[src/rtl/synth_chip_pkg.sv]
// Purpose: Shared constants for the single-channel synthesizer chip core
// Assumes: One clock at 200 MHz; serial pins sampled synchronously
// Notes: Register addresses and widths are fixed by this core's own map
package synth_chip_pkg;
   localparam logic [4:0] ADDR_CTRL = 5'h00;
   localparam logic [4:0] ADDR_RAMP_CFG = 5'h01;
   localparam logic [4:0] ADDR_LIMITS = 5'h0B;
   localparam logic [4:0] ADDR_STEPS = 5'h0C;
   localparam logic [4:0] ADDR_RATES = 5'h0D;
   localparam logic [4:0] ADDR_PROF_FIRST = 5'h0E;
   localparam logic [4:0] ADDR_PROF_LAST = 5'h15;
   localparam logic [3:0] BYTES_SHORT = 4'h4;
   localparam logic [3:0] BYTES_LONG = 4'h8;
   localparam logic [3:0] BYTES_NONE = 4'h0;
   localparam int INSTR_READ_BIT = 7;
   localparam int CTRL_PD_BIT = 7;
   localparam int RAMP_EN_BIT = 19;
   localparam int RAMP_DEST_LSB = 20;
   localparam logic [31:0] CTRL_RST = 32'h0000_0000;
   localparam logic [31:0] RAMP_CFG_RST = 32'h0000_0000;
   localparam logic [1:0] DEST_FREQ = 2'h0;
   localparam logic [1:0] DEST_PHASE = 2'h1;
   localparam logic [1:0] DEST_AMPL = 2'h2;
   localparam logic [6:0] INSTR_BITS = 7'h08;
   localparam int PROF_DEPTH = 8;
   localparam int PROF_WIDTH = 64;
   typedef enum logic [1:0] {
      SER_IDLE = 2'b00,
      SER_INSTR = 2'b01,
      SER_DATA = 2'b11
   } ser_state_type;
endpackage : synth_chip_pkg

[src/rtl/profile_mem.sv]
// Purpose: Eight single-tone profile words with registered read
// Assumes: One write port, one read port, same clock
// Notes: Contents are not cleared by reset; validity is tracked outside
`timescale 1ns/1ps
module profile_mem
(
   // Clock
   input wire logic clk_in,
   // Write side
   input wire logic wr_en_in,
   input wire logic [2:0] wr_addr_in,
   input wire logic [63:0] wr_data_in,
   // Read side
   input wire logic [2:0] rd_addr_in,
   output logic [63:0] rd_data_out
);
   logic [63:0] mem_ff [synth_chip_pkg::PROF_DEPTH];

   always_ff @(posedge clk_in)
   begin
      if (wr_en_in)
      begin
         mem_ff[wr_addr_in] <= wr_data_in;
      end
   end

   always_ff @(posedge clk_in)
   begin
      rd_data_out <= mem_ff[rd_addr_in];
   end
endmodule : profile_mem

[src/rtl/synth_chip_core.sv]
// Purpose: Serial-programmed synthesizer channel: buffer, commit, ramp
// Assumes: Serial clock and selects are synchronous to clk_in
// Notes: Amplitude ramp is linear in the amplitude code only
`timescale 1ns/1ps
// What this block does
// - During a ramp, non-destination outputs come from the active profile.
// - Amplitude ramp steps linearly in amplitude code; no power-linear mode.
// - Buffer reset drops partial serial data, keeps stored registers.
// - Commit strobe moves buffered data into active registers.
// - Master reset restores defaults and discards all user data.
// - Waking from power-down restores prior state with data intact.
// - Reinit works even while powered down; any reinit clears power-down.
// - Profile reads return only the profile chosen by the select pins.
module synth_chip_core
(
   // Clock and reset
   input wire logic clk_in,
   input wire logic rst_in,
   // Serial port
   input wire logic select_line_n_in,
   input wire logic sclk_in,
   input wire logic sdio_in,
   output logic sdo_out,
   // Control pins
   input wire logic shared_buffer_reset_line_in,
   input wire logic commit_strobe_in,
   input wire logic hard_reset_in,
   input wire logic [2:0] profile_sel_in,
   input wire logic ramp_up_in,
   // Synthesis words and status flags
   output logic [31:0] ftw_out,
   output logic [15:0] pow_out,
   output logic [13:0] asf_out,
   output logic powered_down_out,
   output logic ramp_active_out
);
   synth_chip_pkg::ser_state_type ser_state_ff;
   logic sclk_ff;
   logic [6:0] bit_cnt_ff;
   logic [4:0] addr_ff;
   logic rd_ff;
   logic [63:0] shift_ff;
   logic [63:0] rd_sh_ff;
   logic pend_valid_ff;
   logic [4:0] pend_addr_ff;
   logic [63:0] pend_data_ff;
   logic [31:0] ctrl_ff;
   logic [31:0] ramp_cfg_ff;
   logic [63:0] limits_ff;
   logic [63:0] steps_ff;
   logic [31:0] rates_ff;
   logic [7:0] prof_valid_ff;
   logic [2:0] sel_ff;
   logic [31:0] acc_ff;
   logic [15:0] rate_cnt_ff;
   logic [63:0] prof_rd;
   logic [63:0] act_word;
   logic sclk_rise;
   logic sclk_fall;
   logic commit;
   logic prof_wr;
   logic pd;
   logic ramp_en;
   logic [1:0] dest;
   logic [3:0] nbytes;
   logic [32:0] up_sum;
   logic [32:0] lo_sum;
   logic [15:0] nxt_rate;

   localparam logic [6:0] INSTR_LAST = synth_chip_pkg::INSTR_BITS - 7'h01;

   function automatic logic [3:0] reg_bytes(input logic [4:0] a);
      if (a == synth_chip_pkg::ADDR_CTRL || a == synth_chip_pkg::ADDR_RAMP_CFG
          || a == synth_chip_pkg::ADDR_RATES)
         reg_bytes = synth_chip_pkg::BYTES_SHORT;
      else if (a == synth_chip_pkg::ADDR_LIMITS
               || a == synth_chip_pkg::ADDR_STEPS
               || (a >= synth_chip_pkg::ADDR_PROF_FIRST
                   && a <= synth_chip_pkg::ADDR_PROF_LAST))
         reg_bytes = synth_chip_pkg::BYTES_LONG;
      else
         reg_bytes = synth_chip_pkg::BYTES_NONE;
   endfunction : reg_bytes

   function automatic logic is_prof(input logic [4:0] a);
      is_prof = (a >= synth_chip_pkg::ADDR_PROF_FIRST)
                && (a <= synth_chip_pkg::ADDR_PROF_LAST);
   endfunction : is_prof

   assign sclk_rise = sclk_in && !sclk_ff && !select_line_n_in;
   assign sclk_fall = !sclk_in && sclk_ff && !select_line_n_in;
   assign nbytes = reg_bytes(addr_ff);
   assign commit = commit_strobe_in && pend_valid_ff;
   assign prof_wr = commit && is_prof(pend_addr_ff);
   assign pd = ctrl_ff[synth_chip_pkg::CTRL_PD_BIT];
   assign ramp_en = ramp_cfg_ff[synth_chip_pkg::RAMP_EN_BIT];
   assign dest = ramp_cfg_ff[synth_chip_pkg::RAMP_DEST_LSB +: 2];
   assign act_word = prof_valid_ff[sel_ff] ? prof_rd : '0;
   assign sdo_out = rd_sh_ff[63];
   assign powered_down_out = pd;
   assign ramp_active_out = ramp_en && !pd;

   profile_mem u_prof
   (
      .clk_in(clk_in),
      .wr_en_in(prof_wr),
      .wr_addr_in(3'(pend_addr_ff - synth_chip_pkg::ADDR_PROF_FIRST)),
      .wr_data_in(pend_data_ff),
      .rd_addr_in(profile_sel_in),
      .rd_data_out(prof_rd)
   );

   always_ff @(posedge clk_in or posedge rst_in)
   begin
      if (rst_in)
         sclk_ff <= 1'b0;
      else
         sclk_ff <= sclk_in;
   end

   // Serial receive; buffer reset only touches the shifter, never registers
   always_ff @(posedge clk_in or posedge rst_in)
   begin
      if (rst_in)
      begin
         ser_state_ff <= synth_chip_pkg::SER_IDLE;
         bit_cnt_ff <= '0;
         addr_ff <= '0;
         rd_ff <= 1'b0;
         shift_ff <= '0;
      end
      else if (shared_buffer_reset_line_in || hard_reset_in
               || select_line_n_in)
      begin
         ser_state_ff <= synth_chip_pkg::SER_IDLE;
         bit_cnt_ff <= '0;
         shift_ff <= '0;
      end
      else if (sclk_rise)
      begin
         shift_ff <= {shift_ff[62:0], sdio_in};
         bit_cnt_ff <= bit_cnt_ff + 7'h01;
         case (ser_state_ff)
            synth_chip_pkg::SER_IDLE:
            begin
               ser_state_ff <= synth_chip_pkg::SER_INSTR;
               bit_cnt_ff <= 7'h01;
            end
            synth_chip_pkg::SER_INSTR:
            begin
               if (bit_cnt_ff == INSTR_LAST)
               begin
                  ser_state_ff <= synth_chip_pkg::SER_DATA;
                  rd_ff <= shift_ff[synth_chip_pkg::INSTR_READ_BIT - 1];
                  addr_ff <= {shift_ff[3:0], sdio_in};
                  bit_cnt_ff <= '0;
               end
            end
            default:
            begin
               // Exact width ends the frame; extra bits start a new instruction
               if (bit_cnt_ff == {nbytes, 3'h0} - 7'h01)
               begin
                  ser_state_ff <= synth_chip_pkg::SER_IDLE;
               end
            end
         endcase
      end
   end

   // Completed write frame waits in the buffer until committed
   always_ff @(posedge clk_in or posedge rst_in)
   begin
      if (rst_in)
      begin
         pend_valid_ff <= 1'b0;
         pend_addr_ff <= '0;
         pend_data_ff <= '0;
      end
      else if (hard_reset_in)
         pend_valid_ff <= 1'b0;
      else if (sclk_rise && ser_state_ff == synth_chip_pkg::SER_DATA && !rd_ff
               && nbytes != synth_chip_pkg::BYTES_NONE
               && bit_cnt_ff == {nbytes, 3'h0} - 7'h01)
      begin
         pend_valid_ff <= 1'b1;
         pend_addr_ff <= addr_ff;
         pend_data_ff <= {shift_ff[62:0], sdio_in};
      end
      else if (commit)
         pend_valid_ff <= 1'b0;
   end

   // Read data: profile addresses answer with the pin-selected profile
   always_ff @(posedge clk_in or posedge rst_in)
   begin
      if (rst_in)
         rd_sh_ff <= '0;
      else if (ser_state_ff == synth_chip_pkg::SER_DATA && rd_ff
               && bit_cnt_ff == 7'h00 && sclk_fall)
      begin
         if (is_prof(addr_ff))
            rd_sh_ff <= act_word;
         else if (addr_ff == synth_chip_pkg::ADDR_CTRL)
            rd_sh_ff <= {ctrl_ff, 32'h0000_0000};
         else if (addr_ff == synth_chip_pkg::ADDR_RAMP_CFG)
            rd_sh_ff <= {ramp_cfg_ff, 32'h0000_0000};
         else if (addr_ff == synth_chip_pkg::ADDR_LIMITS)
            rd_sh_ff <= limits_ff;
         else if (addr_ff == synth_chip_pkg::ADDR_STEPS)
            rd_sh_ff <= steps_ff;
         else if (addr_ff == synth_chip_pkg::ADDR_RATES)
            rd_sh_ff <= {rates_ff, 32'h0000_0000};
         else
            rd_sh_ff <= '0;
      end
      else if (sclk_fall && ser_state_ff == synth_chip_pkg::SER_DATA)
         rd_sh_ff <= {rd_sh_ff[62:0], 1'b0};
   end

   // Active registers: commit copies the buffer, master reset restores
   always_ff @(posedge clk_in or posedge rst_in)
   begin
      if (rst_in)
      begin
         ctrl_ff <= synth_chip_pkg::CTRL_RST;
         ramp_cfg_ff <= synth_chip_pkg::RAMP_CFG_RST;
         limits_ff <= '0;
         steps_ff <= '0;
         rates_ff <= '0;
         prof_valid_ff <= '0;
      end
      else if (hard_reset_in)
      begin
         ctrl_ff <= synth_chip_pkg::CTRL_RST;
         ramp_cfg_ff <= synth_chip_pkg::RAMP_CFG_RST;
         limits_ff <= '0;
         steps_ff <= '0;
         rates_ff <= '0;
         prof_valid_ff <= '0;
      end
      else if (commit)
      begin
         if (pend_addr_ff == synth_chip_pkg::ADDR_CTRL)
            ctrl_ff <= pend_data_ff[31:0];
         else if (pend_addr_ff == synth_chip_pkg::ADDR_RAMP_CFG)
            ramp_cfg_ff <= pend_data_ff[31:0];
         else if (pend_addr_ff == synth_chip_pkg::ADDR_LIMITS)
            limits_ff <= pend_data_ff;
         else if (pend_addr_ff == synth_chip_pkg::ADDR_STEPS)
            steps_ff <= pend_data_ff;
         else if (pend_addr_ff == synth_chip_pkg::ADDR_RATES)
            rates_ff <= pend_data_ff[31:0];
         else if (prof_wr)
            prof_valid_ff[3'(pend_addr_ff - synth_chip_pkg::ADDR_PROF_FIRST)]
               <= 1'b1;
      end
   end

   always_ff @(posedge clk_in or posedge rst_in)
   begin
      if (rst_in)
         sel_ff <= '0;
      else
         sel_ff <= profile_sel_in;
   end

   // Ramp generator; frozen in power-down so wake resumes in place
   assign up_sum = {1'b0, acc_ff} + {1'b0, steps_ff[31:0]};
   assign lo_sum = {1'b0, limits_ff[31:0]} + {1'b0, steps_ff[63:32]};
   assign nxt_rate = ramp_up_in ? rates_ff[15:0] : rates_ff[31:16];
   always_ff @(posedge clk_in or posedge rst_in)
   begin
      if (rst_in)
      begin
         acc_ff <= '0;
         rate_cnt_ff <= '0;
      end
      else if (!ramp_en)
      begin
         acc_ff <= limits_ff[31:0];
         rate_cnt_ff <= '0;
      end
      else if (!pd)
      begin
         if (rate_cnt_ff != 16'h0000)
            rate_cnt_ff <= rate_cnt_ff - 16'h0001;
         else
         begin
            rate_cnt_ff <= nxt_rate;
            // Plain linear steps; amplitude follows the code, not dBm
            if (ramp_up_in)
               acc_ff <= (up_sum >= {1'b0, limits_ff[63:32]}) ?
                         limits_ff[63:32] : up_sum[31:0];
            else
               acc_ff <= ({1'b0, acc_ff} <= lo_sum) ?
                         limits_ff[31:0] : acc_ff - steps_ff[63:32];
         end
      end
   end

   // Output words: ramp drives its destination, profile drives the rest
   always_ff @(posedge clk_in or posedge rst_in)
   begin
      if (rst_in)
      begin
         ftw_out <= '0;
         pow_out <= '0;
         asf_out <= '0;
      end
      else if (pd)
      begin
         ftw_out <= '0;
         pow_out <= '0;
         asf_out <= '0;
      end
      else
      begin
         ftw_out <= (ramp_en && dest == synth_chip_pkg::DEST_FREQ) ?
                    acc_ff : act_word[31:0];
         pow_out <= (ramp_en && dest == synth_chip_pkg::DEST_PHASE) ?
                    acc_ff[31:16] : act_word[47:32];
         asf_out <= (ramp_en && dest == synth_chip_pkg::DEST_AMPL) ?
                    acc_ff[31:18] : act_word[61:48];
      end
   end

   AST_BUF_RESET: assert property (@(posedge clk_in) disable iff (rst_in)
      shared_buffer_reset_line_in && !commit && !hard_reset_in
      |=> bit_cnt_ff == 7'h00
      && ser_state_ff == synth_chip_pkg::SER_IDLE && $stable(ctrl_ff))
      else $error("buffer reset left partial frame or changed registers");
   AST_COMMIT: assert property (@(posedge clk_in) disable iff (rst_in)
      commit && !hard_reset_in && pend_addr_ff == synth_chip_pkg::ADDR_CTRL
      |=> ctrl_ff == $past(pend_data_ff[31:0]) && !pend_valid_ff)
      else $error("commit did not move buffer into control register");
   AST_NO_COMMIT: assert property (@(posedge clk_in) disable iff (rst_in)
      !commit_strobe_in && !hard_reset_in |=> $stable(ramp_cfg_ff))
      else $error("register changed without a commit strobe");
   AST_MASTER_RESET: assert property (@(posedge clk_in) disable iff (rst_in)
      hard_reset_in |=> ctrl_ff == synth_chip_pkg::CTRL_RST
      && prof_valid_ff == 8'h00 && !pend_valid_ff)
      else $error("master reset kept user data");
   AST_REINIT_WAKES: assert property (@(posedge clk_in) disable iff (rst_in)
      hard_reset_in |=> !powered_down_out)
      else $error("reinit left the channel powered down");
   AST_PD_HOLDS: assert property (@(posedge clk_in) disable iff (rst_in)
      pd && $past(pd) && !hard_reset_in && !commit |=> $stable(acc_ff)
      && $stable(prof_valid_ff) && ftw_out == 32'h0000_0000)
      else $error("power-down lost state or drove output");
   AST_WAKE: assert property (@(posedge clk_in) disable iff (rst_in)
      $fell(pd) && !ramp_en ##1 !pd ##1 !pd
      |-> ftw_out == $past(act_word[31:0]))
      else $error("wake did not restore profile output");
   AST_RAMP_SIDE: assert property (@(posedge clk_in) disable iff (rst_in)
      ramp_en && !pd && dest == synth_chip_pkg::DEST_FREQ
      |=> pow_out == $past(act_word[47:32]))
      else $error("non-destination phase not from active profile");
   AST_AMPL_LINEAR: assert property (@(posedge clk_in) disable iff (rst_in)
      ramp_en && !pd && dest == synth_chip_pkg::DEST_AMPL
      |=> asf_out == $past(acc_ff[31:18]))
      else $error("amplitude ramp not linear in the code");
   AST_PROF_READ: assert property (@(posedge clk_in) disable iff (rst_in)
      sclk_fall && rd_ff && ser_state_ff == synth_chip_pkg::SER_DATA
      && bit_cnt_ff == 7'h00 && is_prof(addr_ff)
      |=> rd_sh_ff == $past(act_word))
      else $error("profile read not from selected profile");
   COV_COMMIT: cover property (@(posedge clk_in) disable iff (rst_in)
      commit);
   COV_RAMP: cover property (@(posedge clk_in) disable iff (rst_in)
      ramp_en && !pd && rate_cnt_ff == 16'h0000);
   COV_WAKE: cover property (@(posedge clk_in) disable iff (rst_in)
      $fell(pd));
endmodule : synth_chip_core

[config.mk]
export PLATFORM = sky130hd
export DESIGN_NAME = synth_chip_core
export DESIGN_NICKNAME = d
export VERILOG_FILES = /design/src/rtl/synth_chip_pkg.sv /design/src/rtl/profile_mem.sv /design/src/rtl/synth_chip_core.sv
export SDC_FILE = /design/constraint.sdc
export NUM_CORES = 2
export LEC_CHECK = 0
export ABC_AREA = 1
export ABC_CLOCK_PERIOD_IN_PS = 33700
export BUFFER_PORTS_ARGS = -buffer_cell sky130_fd_sc_hd__buf_2
export CORE_ASPECT_RATIO = 1.4
export CORE_MARGIN = 2
export CORE_UTILIZATION = 40
export CTS_CLUSTER_SIZE = 40
export DETAILED_ROUTE_END_ITERATION = 16
export MAX_ROUTING_LAYER = met4
export PLACE_DENSITY = 0.58
export SLEW_MARGIN = 20
export SYNTH_ARGS = -nofsm -noshare
export SYNTH_HDL_FRONTEND = slang
export SYNTH_SLANG_ARGS = --single-unit
[constraint.sdc]
create_clock -name clk_in -period 33.7 [get_ports clk_in]
set_input_delay 0 -clock clk_in [delete_from_list [all_inputs] [get_ports clk_in]]
set_output_delay 0 -clock clk_in [all_outputs]
set_load 0.03 [all_outputs]
After elaboration in Yosys (flattened, before gate mapping)

Memories as Yosys holds them, arrays and structs flattened. A register that Yosys moved wholly into a read port is not among the register bits.
Cells that the tools add are included.

Add/sub/neg operators: 7
Order comparisons: 9
Eq/ne operators: 22
Mux-type cells: 80
Bitwise gates (word level): 3
Reduce and logical (&&, ||, !) cells: 60

Operators with widths:

| cell                    | count |
|---|---|
| $mux W64                | 20 |
| $mux W32                | 22 |
| $mux W63                | 2 |
| $mux W16                | 6 |
| $add A32 B32 Y33        | 2 |
| $mux W8                 | 8 |
| $ge A33 B32 Y1          | 1 |
| $le A32 B33 Y1          | 1 |
| $sub A32 B32 Y32        | 1 |
| $eq A5 B4 Y1 const B    | 6 |
| $mux W14                | 2 |
| $logic_and A1 B1 Y1     | 21 |
| $mux W7                 | 3 |
| $reduce_bool A2 Y1      | 9 |
| $reduce_bool A16 Y1     | 1 |
| $sub A16 B1 Y16 const B | 1 |
| $ne A2 B2 Y1 const B    | 7 |
| $pmux W7 S2             | 1 |
| $eq A5 B1 Y1 const B    | 2 |
| $ge A5 B4 Y1 const B    | 2 |
| $le A5 B5 Y1 const B    | 2 |
| $logic_not A5 Y1        | 2 |
| $lt A3 B4 Y1 const B    | 2 |
| $mux W2                 | 4 |
| 28 further kinds        | 53 |

Register bits: 558
RAM bits: 512
Output and inout bits: 65
Word-level logic and storage cells: 204
Memories: 1

Memories:

| memory        | depth | bits a word | read ports | clocked after Yosys merged registers in | wr ports | RTL line          | RTL |
|---|---|---|---|---|---|---|---|
| u_prof.mem_ff | 8     | 64          | 1          | 1                                       | 1        | profile_mem.sv:17 | `logic [63:0] mem_ff [synth_chip_pkg::PROF_DEPTH];` |

Longest topological paths before layout

Depth in word-level cells: 14
Gate-level depth with buffers: 34

Modules after synthesis

A second synthesis with hierarchy kept.

Cell total of the unflattened synthesis: 6,572
Area total of the unflattened synthesis: 56,188.9 µm²

Modules (own cells, without submodules):

| module          | instances | cells an instance | area an instance (µm²) | seq. area each (µm²) |
|---|---|---|---|---|
| synth_chip_core | 1         | 4,278             | 32,531.2               | 13,963.4 |
| profile_mem     | 1         | 2,294             | 23,657.7               | 16,656.0 |

Worst setup path before layout

Ideal clock, no wire load.

Kind: register to register
Start point: register pend_addr_ff[4]
End point: memory u_prof.mem_ff[7][0], enable pin
Arrival time: 7.052 ns
Required time: 33.053 ns
Path slack: 26.001 ns
Stages on the path, launching flop included: 6
Path buffers: 0
Path through: dfrtp_1 > nor2_1 > inv_1 > o21ai_0 > nand2_1 > nor4_1

Longest elaborated chain between the ends: 5
Elaborated cells between the ends (all ways): 6
Those cells by class: order compare (2); mux (2); reduce/logical (2)

Ends and longest elaborated chain:

| item                                                | RTL line                                     | RTL |
|---|---|---|
| start, declared                                     | synth_chip_core.sv:45                        | `logic [4:0] pend_addr_ff;` |
| start signal, assigned                              | synth_chip_core.sv:187                       | `pend_addr_ff <= addr_ff;` |
| $ge A5 B4 Y1 / $le A5 B5 Y1 (equally long branches) | synth_chip_core.sv:86, synth_chip_core.sv:87 |  |
| $logic_and A1 B1 Y1 *                               | synth_chip_core.sv:87                        | `&& (a <= synth_chip_pkg::ADDR_PROF_LAST);` |
| $logic_and A1 B1 Y1 *                               | synth_chip_core.sv:94                        | `assign prof_wr = commit && is_prof(pend_addr_ff);` |
| $mux W1 *                                           | profile_mem.sv:21                            | `if (wr_en_in)` |
| $mux W1 (not written as such) *                     | profile_mem.sv:23                            | `mem_ff[wr_addr_in] <= wr_data_in;` |
| end, declared                                       | profile_mem.sv:17                            |  |

Every way passes the cells marked *; elsewhere a longest branch is shown, timed or not.

Worst setup path after layout

Start point: register limits_ff[2]
End point: register acc_ff[18]

Longest elaborated chain between the ends: 7

Ends and longest elaborated chain:

| item                   | RTL line               | RTL |
|---|---|---|
| start, declared        | synth_chip_core.sv:49  | `logic [63:0] limits_ff;` |
| start signal, assigned | synth_chip_core.sv:249 | `limits_ff <= pend_data_ff;` |
| $add A32 B32 Y33       | synth_chip_core.sv:270 | `assign lo_sum = {1'b0, limits_ff[31:0]} + {1'b0, steps_ff[63:32]};` |
| $le A32 B33 Y1         | synth_chip_core.sv:296 | `acc_ff <= ({1'b0, acc_ff} <= lo_sum) ?` |
| $mux W32               | synth_chip_core.sv:296 |  |
| $mux W32               | synth_chip_core.sv:292 | `if (ramp_up_in)` |
| $mux W32               | synth_chip_core.sv:286 | `if (rate_cnt_ff != 16'h0000)` |
| $mux W32               | synth_chip_core.sv:284 | `else if (!pd)` |
| $mux W32               | synth_chip_core.sv:279 | `else if (!ramp_en)` |
| end signal, assigned   | synth_chip_core.sv:281 | `acc_ff <= limits_ff[31:0];` |
| end signal, assigned   | synth_chip_core.sv:293 | `acc_ff <= (up_sum >= {1'b0, limits_ff[63:32]}) ?` |
| end signal, assigned   | synth_chip_core.sv:296 |  |
| end, declared          | synth_chip_core.sv:54  | `logic [31:0] acc_ff;` |

No other way between the ends. The select of a mux whose other input is x is not followed.
A chain may end at the register's enable or synchronous reset.

==> results.toml <==
[run_status]
status = "complete, no violations"

[synth]
synthDistinctLibCells = 58
synth_nets = 5858
ys_warn_count = 0
syn-cell-area_sq_um = 53210
synthFlopType = "dfrtp_1"
postSynth.asyncResetShare_pct = 49.21
syn-mean-instance-area_sq_um = 9.368
ys_seq_area_share_pct = 57.54
yosys_register_bits = 1134
synth_edf_count = 512
syn_inst = 5680

[timing]
finalSetupViolations = 0
tns_ns = 0
clock_skew_ns = 0.03890
finalHoldViolations = 0
period_minus_slack_ns = 5.843
rsz0062_at_grt = "no"
worstMarginPinSlew_ns = 1.178
fmax_mhz = 171.2
final-max-slew-violation-count = 0
slew_headroom_pct = 20.66
min_period_over_period_pct = 17.34

[floorplanning]
fp-row-count = 158
die_area_sq_um = 136000
coreArea_sq_um = 132300
die_w_microns = 312.3
die_h_microns = 435.6
boundaryPins = 77
start_util_pct = 40.23

[place]
io_buffers = 76
place_area_sq_um = 55210
placedCellCount = 7285
gp_congestion = 1.017
dp_hpwl_microns = 134100

[power_and_ir_drop]
vdd_drop_max_uv = 44.10
p_leak_uw = 0.02518
powerDensity_nw_per_um2 = 51.27

[clock_network]
tritoncts = "done"
cts_inserted_buffers = 110
cts_root_buffer = "clkbuf_16"
cts.sinks = 1134
clock_latency_ns = 0.77
cts_max_path_buffers = 3
ctsHtreeMaxLevel = 3
clk_pin_slew_ns = 0.07
post_cts_buffers = 0

[drt]
dr.pass1.iters = 6
route.vias.total = 42268
postRouteWirelength_microns = 189800
vias_per_cell = 5.626
drc_errors = 0
ant_nets = 0
drt_iter0_drc = 4136
routedWlPerCell_microns = 25.27

[grt]
grt_max_degree = 140
grt_use_total_pct = 28.47
grt_overflow = 0
grt_pass1_vias = 41008
antenna_found_initial = 8
grt_pass1_wl_microns = 278100

[final_layout]
final_nets = 5828
final_cells = 7513
nFillCells = 12664
area_growth_syn_to_layout_pct = 11.15
drive_above_1_share_pct = 7.429
postLayoutCellArea_sq_um = 59140

[setup_path]
worst_path_max_delay_cell = "nand3_2"
critPathKind = "flop to flop"
cp-end-kind = "flop"
cp_common_cell = "nand2_1"
required_ns = 34.32
start_kind = "flop"
r2r-start = "limits_ff[2]$_DFFE_PP0P_"
cpPeakStageDelay_ns = 0.75
worstSetupStartpoint = "limits_ff[2]$_DFFE_PP0P_"
critical_path_arrival_ns = 6.46
crit_path_max_fanout = 33

[min_path]
hold_path.class = "input port to flop"
min_from = "hard_reset_in"

[job]
cap_viol_max_count = 0
[synth_stat cells (all sizes together) (22+ instances only)]
cell | instances | area (sq um)
o211ai | 51 | 382.9
o22ai | 140 | 875.8
dfrtp | 558 | 13960
nor2 | 716 | 2688
xnor2 | 23 | 201.4
ha | 163 | 2039
edfxtp | 512 | 15370
clkbuf | 244 | 915.9
dfxtp | 64 | 1281
a31oi | 95 | 594.3
a221oi | 30 | 262.8
a21oi | 255 | 1284
xor2 | 58 | 508.0
o221ai | 22 | 192.7
o21ai | 749 | 3951
nand2 | 1052 | 3961
inv | 416 | 1562
buf | 58 | 376.6
nor3 | 44 | 236.5
nand3 | 267 | 1341
nand4 | 55 | 350.3
[per-stage QoR]
stage,setup slack (ns),total power (uW),utilization (%),hold WS [ns]
after floorplan,18.10,1661,-,0.03143
after global placement,27.89,1759,41.74,0.1658
after detailed placement,27.87,1759,41.74,0.1635
after CTS,27.86,3052,44.71,0.06117
after global routing,27.18,3130,44.72,0.1077
final,27.86,3033,44.72,0.09941
[logic make-up (layout without fill, tap and decap cells)]
kind of cell | count (synthesis) | count (layout) | synth area share (%)
adders and majority gates | 166 | 166 | 3.946
AOI/OAI and AO/OA | 1406 | 1406 | 15.14
buffers and inverters | 722 | 790 | 5.392
and+or+nand+nor | 2167 | 2167 | 16.56
muxes | 4 | 4 | 0.08230
xor gates and xnor gates | 81 | 81 | 1.333
DFF | 1134 | 1134 | 57.54
other | 0 | 5 | 0
[sequential cells by signal, indices dropped and copies added, names as in the netlist, 2 cells and up]
| signal | count |
|---|---|
| acc_ff | 32 |
| addr_ff | 5 |
| asf_out | 14 |
| bit_cnt_ff | 7 |
| ctrl_ff | 32 |
| ftw_out | 32 |
| limits_ff | 64 |
| pend_addr_ff | 5 |
| pend_data_ff | 64 |
| pow_out | 16 |
| prof_valid_ff | 8 |
| ramp_cfg_ff | 32 |
| rate_cnt_ff | 16 |
| rates_ff | 32 |
| rd_sh_ff | 64 |
| sel_ff | 3 |
| ser_state_ff | 2 |
| shift_ff | 63 |
| steps_ff | 64 |
| u_prof.mem_ff | 512 |
| u_prof.rd_data_out | 64 |
[placed cells by master (no fill, tap or decap), drive strengths merged, types with 146 or more instances in the layout]
cell and n:
clkbuf 151, inv 418, a21oi 255, edfxtp 512
buf 146, ha 163, o21ai 749, nand3 267
nor2 716, dfrtp 558, nand2 1052
[what timing repair did]
action	in CTS	in global routing
endpoints found under the hold margin	161	0
hold buffers	13	0
resized for setup	0	0
[where the power goes]
| group | internal (uW) | switching (uW) | total, uW |
|---|---|---|---|
| sequential | 1450 | 18.8 | 1470 |
| combinational | 70.3 | 191 | 261 |
| clock | 743 | 555 | 1300 |
[worst paths after layout]
path / to / slack, ns / depth (start not counted)
hold reg to reg: ftw_out[5]$_DFF_PP0_ / 0.46 / 2
setup reg to reg: acc_ff[18]$_DFFE_PP0P_ / 27.86 / 31
setup / recovery: acc_ff[18]$_DFFE_PP0P_ / 27.86 / 31
min in group asynchronous: steps_ff[2]$_DFFE_PP0P_ / 0.55 / 4
max in group asynchronous: pend_data_ff[30]$_DFFE_PP0P_ / 30.76 / 6
hold / removal: prof_valid_ff[3]$_DFFE_PP0P_ / 0.1 / 3
[critical path: cells and delay by family (launching register included)]
kind	cells	cell delay (ns)
compound gates	4	1.08
simple gates	24	3.13
flops	1	0.45
buf+inv	1	0.34
fa+ha+maj	2	0.66
[layer usage]
| layer | vias to the layer above | share of wire (%) | global-route usage [%] |
|---|---|---|---|
| met4 | 0 | 5.9 | 15.14 |
| li1 | 19529 | - | - |
| met3 | 364 | 5.4 | 3.579 |
| met1 | 20920 | 41 | 34.99 |
| met2 | 1455 | 48 | 45.83 |
| met5 | - | 0 | - |
[final cells by class]
type                    instances  area [sq um]  share of cell area [%]
clock buffers                 150          3085                   5.217
repair buffers                160          1067                   1.805
multi-input cells            3824         19850                   33.56
diodes                          5         12.51                 0.02116
clock inverters                60         708.2                   1.197
inverters                     420          1598                   2.702
flip-flops and latches       1134         30620                   51.77
well taps                    1760          2202                   3.723
Power figures use the tool's default switching activity.
